===== config.mk =====
export PLATFORM = sky130hd
export DESIGN_NAME = fsd_sync_detect
export DESIGN_NICKNAME = d
export VERILOG_FILES = /design/src/common/fsd_pkg.sv /design/src/rtl/fsd_sync_detect.sv
export SDC_FILE = /design/constraint.sdc
export NUM_CORES = 1
export LEC_CHECK = 0
export BUFFER_PORTS_ARGS = -buffer_cell sky130_fd_sc_hd__buf_4
export CAP_MARGIN = 30
export CORE_AREA = 2 2 216 218
export DETAILED_ROUTE_END_ITERATION = 8
export DIE_AREA = 0 0 218 220
export GPL_ROUTABILITY_DRIVEN = 0
export GPL_TIMING_DRIVEN = 0
export PLACE_DENSITY = 0.75
export SYNTH_ARGS = -nofsm -noshare
export SYNTH_HDL_FRONTEND = slang
export SYNTH_SLANG_ARGS = --single-unit

===== constraint.sdc =====
create_clock -name ref_clk -period 14.55 [get_ports ref_clk]
set_clock_uncertainty 0.05 [all_clocks]
set_input_delay 2.1825 -clock ref_clk [delete_from_list [all_inputs] [get_ports ref_clk]]
set_output_delay 2.1825 -clock ref_clk [all_outputs]
set_load 0.005 [all_outputs]

===== src/common/fsd_pkg.sv =====
// shared constants and types for the fsk demodulator and sync word detector
package fsd_pkg;

	// ==========================================================
	// register map (byte addresses)
	localparam int ADDR_W = 8;
	localparam logic [7:0] ADDR_DEMOD_SETUP = 8'h00;
	localparam logic [7:0] ADDR_SYNC_CFG = 8'h04;
	localparam logic [7:0] ADDR_RX_CLOCK = 8'h08;
	localparam logic [7:0] ADDR_STATUS = 8'h0C;
	localparam logic [7:0] ADDR_INT_STATUS = 8'h10;
	localparam logic [7:0] ADDR_INT_MASK = 8'h14;

	// ==========================================================
	// field positions
	localparam int SEL_LSB = 4;
	localparam int BW_LSB = 6;
	localparam int BW_W = 10;
	localparam int MODE_LSB = 23;
	localparam int LEN_LSB = 4;
	localparam int TOL_LSB = 6;
	localparam int WORD_LSB = 8;
	localparam int WORD_W = 24;
	localparam int DIV_W = 16;
	localparam int RXEN_BIT = 16;
	localparam int INT_MATCH = 0;
	localparam int INT_RELEASE = 1;

	// ==========================================================
	// reset values
	localparam logic [31:0] DEMOD_SETUP_RST = 32'h0000_0000;
	localparam logic [31:0] SYNC_CFG_RST = 32'h0000_0000;
	localparam logic [31:0] RX_CLOCK_RST = 32'h0000_0001;
	localparam logic [1:0] INT_RST = 2'h0;

	// ==========================================================
	// codes and timing counts
	localparam logic [1:0] SEL_LINEAR = 2'h0;
	localparam logic [1:0] SEL_CORR = 2'h1;
	localparam logic [2:0] MODE_SYNC_A = 3'h2;
	localparam logic [2:0] MODE_SYNC_B = 3'h3;
	localparam logic [4:0] OVERSAMPLE_LAST = 5'h1F;
	localparam logic [4:0] MID_PHASE = 5'h10;
	localparam logic [3:0] LOCK_HOLD_BITS = 4'h9;
	localparam int BW_FRAC = 10;
	localparam int ENV_SHIFT = 6;
	localparam logic [1:0] RESP_OKAY = 2'h0;
	localparam logic [1:0] RESP_SLVERR = 2'h2;

	// ==========================================================
	// carriers
	typedef struct packed
	{
		logic valid;
		logic signed [15:0] freq;
		logic signed [15:0] corr;
	} fsd_sample_type;

	typedef struct packed
	{
		logic awready;
		logic wready;
		logic aw_have;
		logic w_have;
		logic [ADDR_W-1:0] aw_addr;
		logic [31:0] w_data;
		logic [3:0] w_strb;
		logic bvalid;
		logic [1:0] bresp;
		logic arready;
		logic rvalid;
		logic [31:0] rdata;
		logic [1:0] rresp;
		logic [31:0] demod_setup;
		logic [31:0] sync_cfg;
		logic [31:0] rx_clock;
		logic [1:0] int_status;
		logic [1:0] int_mask;
		logic irq;
		logic signed [15:0] post_filt;
		logic signed [15:0] env_hi;
		logic signed [15:0] env_lo;
		logic slice;
		logic slice_prev;
		logic [DIV_W-1:0] div_cnt;
		logic [4:0] phase;
		logic [WORD_W-1:0] history;
		logic rx_data;
		logic rx_bit_strobe;
		logic int_lock;
		logic [3:0] hold_cnt;
	} fsd_state_type;

endpackage


===== src/rtl/fsd_sync_detect.sv =====
// fsk receive back end: post filter, slicer, bit sync and sync word match
//
// What this block does
// - post filter bandwidth is the 10-bit setting at setup bits 6..15
// - demodulator select 00 chooses the linear discriminator path
// - linear: frequency value filtered, enveloped, then threshold sliced
// - slicer decisions drive the oversampling bit synchronizer loop
// - one bandwidth field sets the post filter for both demodulators
// - sync detection enabled only for mode field 010 or 011
// - matching recovered bits against stored word raises the lock pin
// - lock pin drops by itself after nine recovered bit clocks
// - length field picks a 12, 16, 20 or 24 bit word
// - tolerance field accepts zero to three mismatching bits
// - synchronizer loop runs at 32 times the symbol rate
// - demodulator select 01 chooses the correlator path
module fsd_sync_detect
	import fsd_pkg::*;
(
	// clock and reset
	input wire logic ref_clk,
	input wire logic resetn,
	// axi4-lite write address and data
	input wire logic [ADDR_W-1:0] s_axi_awaddr,
	input wire logic s_axi_awvalid,
	output logic s_axi_awready,
	input wire logic [31:0] s_axi_wdata,
	input wire logic [3:0] s_axi_wstrb,
	input wire logic s_axi_wvalid,
	output logic s_axi_wready,
	// axi4-lite write response
	output logic [1:0] s_axi_bresp,
	output logic s_axi_bvalid,
	input wire logic s_axi_bready,
	// axi4-lite read
	input wire logic [ADDR_W-1:0] s_axi_araddr,
	input wire logic s_axi_arvalid,
	output logic s_axi_arready,
	output logic [31:0] s_axi_rdata,
	output logic [1:0] s_axi_rresp,
	output logic s_axi_rvalid,
	input wire logic s_axi_rready,
	// demodulator samples, same clock domain
	input wire fsd_sample_type sample,
	// recovered stream and pins
	output logic rx_data,
	output logic rx_bit_strobe,
	output logic int_lock,
	output logic irq
);

	// ==========================================================
	// helpers
	function automatic logic [31:0] merge(input logic [31:0] old,
		input logic [31:0] data, input logic [3:0] strb);
		logic [31:0] r;
		r = old;
		for (int i = 0; i < 4; i++)
		begin
			if (strb[i])
				r[i*8 +: 8] = data[i*8 +: 8];
		end
		return r;
	endfunction

	function automatic logic [4:0] popcount(input logic [WORD_W-1:0] v);
		logic [4:0] n;
		n = 5'h0;
		for (int i = 0; i < WORD_W; i++)
			n = n + {4'h0, v[i]};
		return n;
	endfunction

	function automatic logic signed [15:0] track(
		input logic signed [15:0] cur, input logic signed [15:0] tgt);
		logic signed [16:0] d;
		d = 17'(tgt) - 17'(cur);
		return cur + 16'(d >>> BW_FRAC);
	endfunction

	// ==========================================================
	// state
	fsd_state_type s;
	fsd_state_type next_s;

	logic [BW_W-1:0] bw;
	logic [1:0] sel;
	logic [2:0] mode;
	logic det_en;
	logic rx_en;
	logic signed [15:0] src;
	logic signed [17:0] diff;
	logic signed [28:0] prod;
	logic signed [16:0] thr;
	logic tick;
	logic bit_now;
	logic [WORD_W-1:0] hist_new;
	logic [WORD_W-1:0] len_mask;
	logic [4:0] errors;
	logic match;
	logic release_ev;
	logic [31:0] rd_val;
	logic rd_ok;
	logic wr_do;
	logic [1:0] ev;

	always_comb
	begin
		next_s = s;
		bw = s.demod_setup[BW_LSB +: BW_W];
		sel = s.demod_setup[SEL_LSB +: 2];
		mode = s.demod_setup[MODE_LSB +: 3];
		det_en = (mode == MODE_SYNC_A) || (mode == MODE_SYNC_B);
		rx_en = s.rx_clock[RXEN_BIT];

		// ======================================================
		// demodulator front: path select and post filter
		if (sel == SEL_LINEAR)
			src = sample.freq;
		else
			src = sample.corr;
		// one-pole step of bw/2^10 toward the input, both paths
		diff = 18'(src) - 18'(s.post_filt);
		prod = 29'(diff) * 29'($signed({1'b0, bw}));
		thr = (17'(s.env_hi) + 17'(s.env_lo)) >>> 1;
		if (sample.valid && rx_en)
		begin
			next_s.post_filt = s.post_filt + 16'(prod >>> BW_FRAC);
			if (sel == SEL_LINEAR)
			begin
				// envelope tracks extremes and leaks toward the signal
				if (s.post_filt > s.env_hi)
					next_s.env_hi = s.post_filt;
				else
					next_s.env_hi = s.env_hi -
						16'((17'(s.env_hi) - 17'(s.post_filt)) >>> ENV_SHIFT);
				if (s.post_filt < s.env_lo)
					next_s.env_lo = s.post_filt;
				else
					next_s.env_lo = s.env_lo +
						16'((17'(s.post_filt) - 17'(s.env_lo)) >>> ENV_SHIFT);
				next_s.slice = 17'(s.post_filt) > thr;
			end
			else if (sel == SEL_CORR)
				next_s.slice = s.post_filt > 16'sh0000;
			else
				next_s.slice = 1'b0;
		end
		// envelope relaxes toward zero while receive is off
		if (!rx_en)
		begin
			next_s.env_hi = track(s.env_hi, 16'sh0000);
			next_s.env_lo = track(s.env_lo, 16'sh0000);
		end

		// ======================================================
		// oversampling bit synchronizer
		tick = rx_en && (s.div_cnt == '0);
		if (!rx_en || s.div_cnt == '0)
			next_s.div_cnt = s.rx_clock[DIV_W-1:0] - 16'h1;
		else
			next_s.div_cnt = s.div_cnt - 16'h1;
		bit_now = 1'b0;
		if (tick)
		begin
			next_s.slice_prev = s.slice;
			next_s.phase = s.phase + 5'h1;
			// nudge phase toward zero at every slicer edge
			if (s.slice != s.slice_prev && s.phase != 5'h0)
			begin
				if (s.phase < MID_PHASE)
					next_s.phase = s.phase;
				else
					next_s.phase = s.phase + 5'h2;
			end
			bit_now = s.phase == MID_PHASE;
		end
		if (s.phase == OVERSAMPLE_LAST && tick && next_s.phase == 5'h1)
			next_s.phase = 5'h0;

		// ======================================================
		// sync word comparison
		hist_new = {s.history[WORD_W-2:0], s.slice};
		unique case (s.sync_cfg[LEN_LSB +: 2])
			2'h0: len_mask = 24'h000FFF;
			2'h1: len_mask = 24'h00FFFF;
			2'h2: len_mask = 24'h0FFFFF;
			default: len_mask = 24'hFFFFFF;
		endcase
		// newest bit is the word lsb, sent last
		errors = popcount((hist_new ^ s.sync_cfg[WORD_LSB +: WORD_W])
			& len_mask);
		match = bit_now && det_en &&
			(errors <= {3'h0, s.sync_cfg[TOL_LSB +: 2]});
		next_s.rx_bit_strobe = bit_now;
		release_ev = 1'b0;
		if (bit_now)
		begin
			next_s.history = hist_new;
			next_s.rx_data = s.slice;
			if (s.int_lock)
			begin
				if (s.hold_cnt == LOCK_HOLD_BITS - 4'h1)
				begin
					next_s.int_lock = 1'b0;
					release_ev = 1'b1;
				end
				next_s.hold_cnt = s.hold_cnt + 4'h1;
			end
		end
		// a fresh match restarts the hold window
		if (match)
		begin
			next_s.int_lock = 1'b1;
			next_s.hold_cnt = 4'h0;
			release_ev = 1'b0;
		end

		// ======================================================
		// axi4-lite write
		if (s_axi_awvalid && s.awready)
		begin
			next_s.aw_have = 1'b1;
			next_s.aw_addr = s_axi_awaddr;
			next_s.awready = 1'b0;
		end
		if (s_axi_wvalid && s.wready)
		begin
			next_s.w_have = 1'b1;
			next_s.w_data = s_axi_wdata;
			next_s.w_strb = s_axi_wstrb;
			next_s.wready = 1'b0;
		end
		wr_do = s.aw_have && s.w_have && !s.bvalid;
		ev = {release_ev, match};
		next_s.int_status = s.int_status | ev;
		if (wr_do)
		begin
			next_s.aw_have = 1'b0;
			next_s.w_have = 1'b0;
			next_s.bvalid = 1'b1;
			next_s.bresp = RESP_OKAY;
			unique case (s.aw_addr & 8'hFC)
				ADDR_DEMOD_SETUP:
					next_s.demod_setup = merge(s.demod_setup, s.w_data, s.w_strb);
				ADDR_SYNC_CFG:
					next_s.sync_cfg = merge(s.sync_cfg, s.w_data, s.w_strb);
				ADDR_RX_CLOCK:
					next_s.rx_clock = merge(s.rx_clock, s.w_data, s.w_strb);
				ADDR_STATUS:
					next_s.bresp = RESP_OKAY;
				ADDR_INT_STATUS:
					if (s.w_strb[0])
						next_s.int_status = (s.int_status & ~s.w_data[1:0]) | ev;
				ADDR_INT_MASK:
					if (s.w_strb[0])
						next_s.int_mask = s.w_data[1:0];
				default:
					next_s.bresp = RESP_SLVERR;
			endcase
		end
		if (s.bvalid && s_axi_bready)
		begin
			next_s.bvalid = 1'b0;
			next_s.awready = 1'b1;
			next_s.wready = 1'b1;
		end
		next_s.irq = |(next_s.int_status & next_s.int_mask);

		// ======================================================
		// axi4-lite read
		rd_ok = 1'b1;
		unique case (s_axi_araddr & 8'hFC)
			ADDR_DEMOD_SETUP: rd_val = s.demod_setup;
			ADDR_SYNC_CFG: rd_val = s.sync_cfg;
			ADDR_RX_CLOCK: rd_val = s.rx_clock;
			ADDR_STATUS: rd_val = {23'h0, s.phase, s.rx_data, s.slice,
				det_en, s.int_lock};
			ADDR_INT_STATUS: rd_val = {30'h0, s.int_status};
			ADDR_INT_MASK: rd_val = {30'h0, s.int_mask};
			default:
			begin
				rd_val = 32'h0000_0000;
				rd_ok = 1'b0;
			end
		endcase
		if (s_axi_arvalid && s.arready)
		begin
			next_s.arready = 1'b0;
			next_s.rvalid = 1'b1;
			next_s.rdata = rd_val;
			next_s.rresp = rd_ok ? RESP_OKAY : RESP_SLVERR;
		end
		if (s.rvalid && s_axi_rready)
		begin
			next_s.rvalid = 1'b0;
			next_s.arready = 1'b1;
		end
	end

	always_ff @(posedge ref_clk)
	begin
		if (!resetn)
		begin
			s <= '0;
			s.awready <= 1'b1;
			s.wready <= 1'b1;
			s.arready <= 1'b1;
			s.demod_setup <= DEMOD_SETUP_RST;
			s.sync_cfg <= SYNC_CFG_RST;
			s.rx_clock <= RX_CLOCK_RST;
			s.int_status <= INT_RST;
			s.int_mask <= INT_RST;
		end
		else
			s <= next_s;
	end

	// ==========================================================
	// outputs, all from state flops
	assign s_axi_awready = s.awready;
	assign s_axi_wready = s.wready;
	assign s_axi_bvalid = s.bvalid;
	assign s_axi_bresp = s.bresp;
	assign s_axi_arready = s.arready;
	assign s_axi_rvalid = s.rvalid;
	assign s_axi_rdata = s.rdata;
	assign s_axi_rresp = s.rresp;
	assign rx_data = s.rx_data;
	assign rx_bit_strobe = s.rx_bit_strobe;
	assign int_lock = s.int_lock;
	assign irq = s.irq;

endmodule


== Yosys cells after proc, flatten, opt, wreduce, memory -nomap -nowiden ==
Index checks and enable logic that the tools add are counted.
Word-level totals
  flip-flop bits (word level): 289
  latch bits: 0
  bits in writable memories: 0
  memory bits (read-only): 0
  input bits: 92
  output and inout port bits: 45
  word-level logic and storage cells: 194
  memories kept: 0
Operators by class
  add/sub/neg operators: 39
  multiply operators: 1
  divide/modulo/power cells: 0
  $lt $le $gt $ge: 6
  equality and inequality tests: 22
  shifts and indexed selects: 0
  muxes and demuxes: 31
  bitwise logic cells: 8
  reductions and logical operators: 47
Operator list (count)
  $pmux 32 s6: 1
  $add 5x1->5: 19
  $pmux 24 s3: 1
  $mux 16: 4
  $mux 32: 2
  $sub 16x16->17: 3
  $reduce_and 3->1: 12
  $sub 1x16->17 const A: 2
  $mux 33: 1
  $add 16x7->16: 2
  $gt 16x16->1: 2
  $sub 16x1->16 const B: 2
  $mux 5: 6
  $mul 17x11->26: 1
  $and 24x24->24: 1
  $eq 6x2->1 const B: 4
  $eq 6x3->1 const B: 4
  $xor 24x24->24: 1
  $add 16x16->17: 1
  $add 16x11->16: 1
  $add 16x16->16: 1
  $gt 16x1->1 const B: 1
  $logic_not 16->1: 1
  $logic_not 8->1: 2
  other kinds (36): 79

== Logic depth before layout (Yosys ltp) ==
  depth in word-level cells: 35
  gate-level depth with buffers: 42
  depth with buffers taken out: 40

== Worst setup path before layout ==
Ideal clock, no wire load.
  path type: input to register
  from: input port sample[17] (netlist bit)
  to: register s[101] (netlist bit)
  data arrival time: 10.664 ns
  data required time: 14.430 ns
  setup slack: 3.766 ns
  stages: 39
  path through: mux2_2 -> ha_1 -> nor2b_1 -> o21ai_0 -> a21boi_0 -> o21ai_0 -> a21boi_0 -> o21ai_0 -> nor2b_1 -> xnor2_1 -> nand2_1 -> fa_1 -> fa_1 -> inv_1 -> fa_1 -> fa_1 -> inv_1 -> fa_1 -> [3 not listed] -> a211oi_1 -> nor3_1 -> and2_1 -> or2_2 -> a21oi_1 -> xnor2_1 -> ha_1 -> o21a_1 -> nand2_1 -> a21oi_1 -> o21a_1 -> o21ai_0 -> a21oi_1 -> a41oi_1 -> a21oi_1 -> xnor3_1 -> or3_1 -> a21oi_1
On the way
  cells in the longest elaborated chain, start to end: 4
Ends and longest elaborated chain
  start, declared: line fsd_sync_detect.sv:43  | input wire fsd_sample_type sample,
  $mux 16: line fsd_sync_detect.sv:117  | if (sel == SEL_LINEAR)
  $sub 16x16->17: line fsd_sync_detect.sv:122  | diff = 18'(src) - 18'(s.post_filt);
  $mul 17x11->26: line fsd_sync_detect.sv:123  | prod = 29'(diff) * 29'($signed({1'b0, bw}));
  $add 16x16->16: line fsd_sync_detect.sv:127  | next_s.post_filt = s.post_filt + 16'(prod >>> BW_FRAC);
  end signal, assigned: line fsd_sync_detect.sv:315  | s <= next_s;
  end, declared: line fsd_sync_detect.sv:82  | fsd_state_type s;
Every way passes these cells.
A chain may end at the register's enable or synchronous reset.

== Worst setup path in the final report ==
Same ends and word-level chain as after synthesis.

==> metrics <==
worst IR drop on VDD=0.0000996 V; Clock Tree Root=clkbuf_16; Min-Delay Path Class=flop to flop; P per Cell Area=142 nW/um^2; worst r2r src=s[175]; dpl ws=2230 ps; global-route wire length before repair=116000 um; sequential power share=0.245; highest-delay cell along the critical path=a211oi_1; Worst R2R Path Depth=41; largest net degree at the start of global routing=16; worst-path maximum fanout=6; Max Root-Sink Buffers=3; CTS tree=yes; status=complete, no violations; routed length on met3=6100 um; ANT cells=0; vias post-DR=22100; WL per Instance=19.6 um; met1 WL=29500 um; final setup violation count=0; Slew Limit Fails=0; startpoint types=primary input; antenna violations before repair=0; post-layout instance area=27600 sq um; measured slew at the worst slew-check pin=1100 ps; die area=48000 sq um; DRC Markers=0; Fmax=86.7 MHz; tightest hold margin=422 ps; FP Rows=79; Most common cell on crit path=o21ai_0; CP Class=primary input to flop; Overall Power=0.00391 W; LEAKAGE=12.9 nW; Post-synth EDFFs=0; Synth top area share=0.229; cells after synthesis=2955; RSZ-0062 raised after global routing=false; met2 routed WL=34300 um; slack of the critical path=3020 ps; sequential area share after synthesis=0.229; area leader, netlist=dfxtp_1; max cap viols=0; Worst Path Arrival=11970 ps; DIE WIDTH=218 um; asr flop ratio synth=0; Antenna Nets Post-Route=0; Critical Path RT=14990 ps; WHS Endpoint=s[286]; Nets=3604; Setup crit end kind=flop; DRT Pass-1 Iters=6; setup bufs post-CTS=0; post_cts resized=0; Sw Share=0.424; worst reg2reg endpoint=s[101]; Placed Area=26600 sq um; core area=45900 sq um; DRT iter0 DRCs=1780; Max-slew headroom=0.260; number of global-route vias before repair=22300; largest cells by area after synthesis=dfxtp_1, fa_1, ha_1; layout cell share with drive strength beyond 1=0.0866; Hold Crit Start=s[286]; H-tree Lvls=1; CTS Buf Count=28; flop-to-flop setup slack=3400 ps; Int Pwr=0.00225 W; num ports=137; Cell Area, Synth=24800 sq um; Worst-Skew Late Latency=580 ps; CTS Hold Bufs=0; crit share post-route=0.792; Post-synth top cells=nand2_1, dfxtp_1, nor2_1; clock tree sinks=284; final setup TNS=0 ps; WHS Path Cells=2; Post-DP HPWL=57100 um; synthesis warning total=0; Crit path largest cell delay=690 ps; sw power=0.00166 W; post-synthesis area per instance=8.40 sq um; Initial Util=0.541; most common cell in the netlist=nand2_1; count of state elements after synthesis=284; Reg clk slew, reported paths=60 ps; Clk pwr share=0.200; Die Span Y=220 um; max layer used=met4; synth-to-layout area growth=11.1%; min cycle time layout=11530 ps; Hold Violations, Final=0; Yosys cell types=80; via/cell ratio=5.90; Synth Flop Type=dfxtp_1; final WL=73500 um; combinational power share=0.555; GR Util All Layers=0.304; total gr overflow=0; port buffer count=126
==> cell families (layout without fill, tap and decap cells) <==
kind of cell             after synthesis  count (layout)  synth area share
buffers and inverters                407             593            0.0673
AND/OR/NAND/NOR                      978             978             0.181
adder cells (fa/ha/maj)              392             392             0.248
flip-flops                           284             284             0.229
multiplexers                         174             174            0.0747
XOR/XNOR                             179             179            0.0643
other                                  1               2          0.000151
AO/OA/AOI/OAI                        540             540             0.135
==> stage by stage <==
| stage | cells | util |
|---|---|---|
| 3_5_place_dp | 3695 | 0.579 |
| 6_report | 3749 | 0.601 |
| 2_1_floorplan | 2956 | - |
| 4_1_cts | 3747 | 0.601 |
| 3_3_place_gp | 3689 | 0.579 |
| 5_1_grt | 3749 | 0.601 |
==> layout make-up <==
| class | count | area, sq um |
|---|---|---|
| flip-flops and latches | 284 | 5690 |
| clock buffers | 34 | 763 |
| plain buffers | 149 | 702 |
| multi-input cells | 2265 | 17500 |
| well taps | 607 | 759 |
| clock inverters | 18 | 233 |
| repair buffers | 134 | 1000 |
| inverters | 258 | 968 |
| fillers | 3960 | 18300 |
==> layer usage <==
metal / GRT usage / vias up
li1: - / 10300
met1: 0.383 / 10600
met2: 0.511 / 1015
met3: 0.0427 / 228
met4: 0.151 / 0
met5: 0 / -
==> flip-flops by register name (all words and copies together), names as in the netlist <==
signal         flops
bw                10
hist_new          24
int_lock           1
irq                1
mode               3
rx_bit_strobe      1
rx_en              1
s                204
s_axi_arready      1
s_axi_awready      1
s_axi_bresp        1
s_axi_bvalid       1
s_axi_rdata       32
s_axi_rresp        1
s_axi_rvalid       1
s_axi_wready       1
==> power by group through the flow <==
stage	Sequential [W]	Clock (W)	Combinational, W
after floorplan	0.000910	0	0.00170
after global routing	0.000961	0.000810	0.00241
after detailed placement	0.000967	0	0.00210
final	0.000958	0.000781	0.00217
after CTS	0.000950	0.000782	0.00213
after global placement	0.000963	0	0.00201
==> worst max path at each step <==
stage                     startpoint  endpoint  slack, ps  cells past startpoint
after floorplan           sample[17]    s[101]       3770                     39
after global placement    sample[17]    s[101]       2430                     40
after detailed placement  sample[17]    s[101]       2230                     40
after CTS                 sample[17]    s[101]       2750                     40
after global routing      sample[17]    s[101]       2260                     39
final                     sample[17]    s[101]       3020                     40
==> critical path: cells and delay by family <==
kind | cells | cell delay (ps)
multiplexers | 1 | 300
buffers and inverters | 5 | 570
XOR/XNOR | 1 | 400
AO/OA/AOI/OAI | 18 | 3640
AND/OR/NAND/NOR | 7 | 1380
adder cells (fa/ha/maj) | 8 | 3470
==> layout by cell type, fill, tap and decap left out, types with 12 or more instances in the layout <==
cell       synthesis  layout
nand2_1          358     358
dfxtp_1          284     284
nor2_1           266     266
inv_1            258     258
ha_1             224     224
a21oi_1          193     193
buf_4             37     169
fa_1             168     168
mux2i_1          147     147
o21ai_0          119     119
xnor2_1          104     104
clkbuf_1          97      99
and2_1            88      88
xor2_1            73      73
nand3_1           57      57
nor3_1            51      51
nor2b_1           36      36
a22oi_1           36      36
a21o_1            34      34
clkbuf_16          0      28
o21a_1            27      27
nand2b_1          27      27
or3_1             20      20
mux2_2            20      20
a211oi_1          18      18
nand4_1           16      16
nor4_1            14      14
and3_1            13      13
a31oi_1           12      12
buf_1             12      12
(Power assumes the default switching activity.)
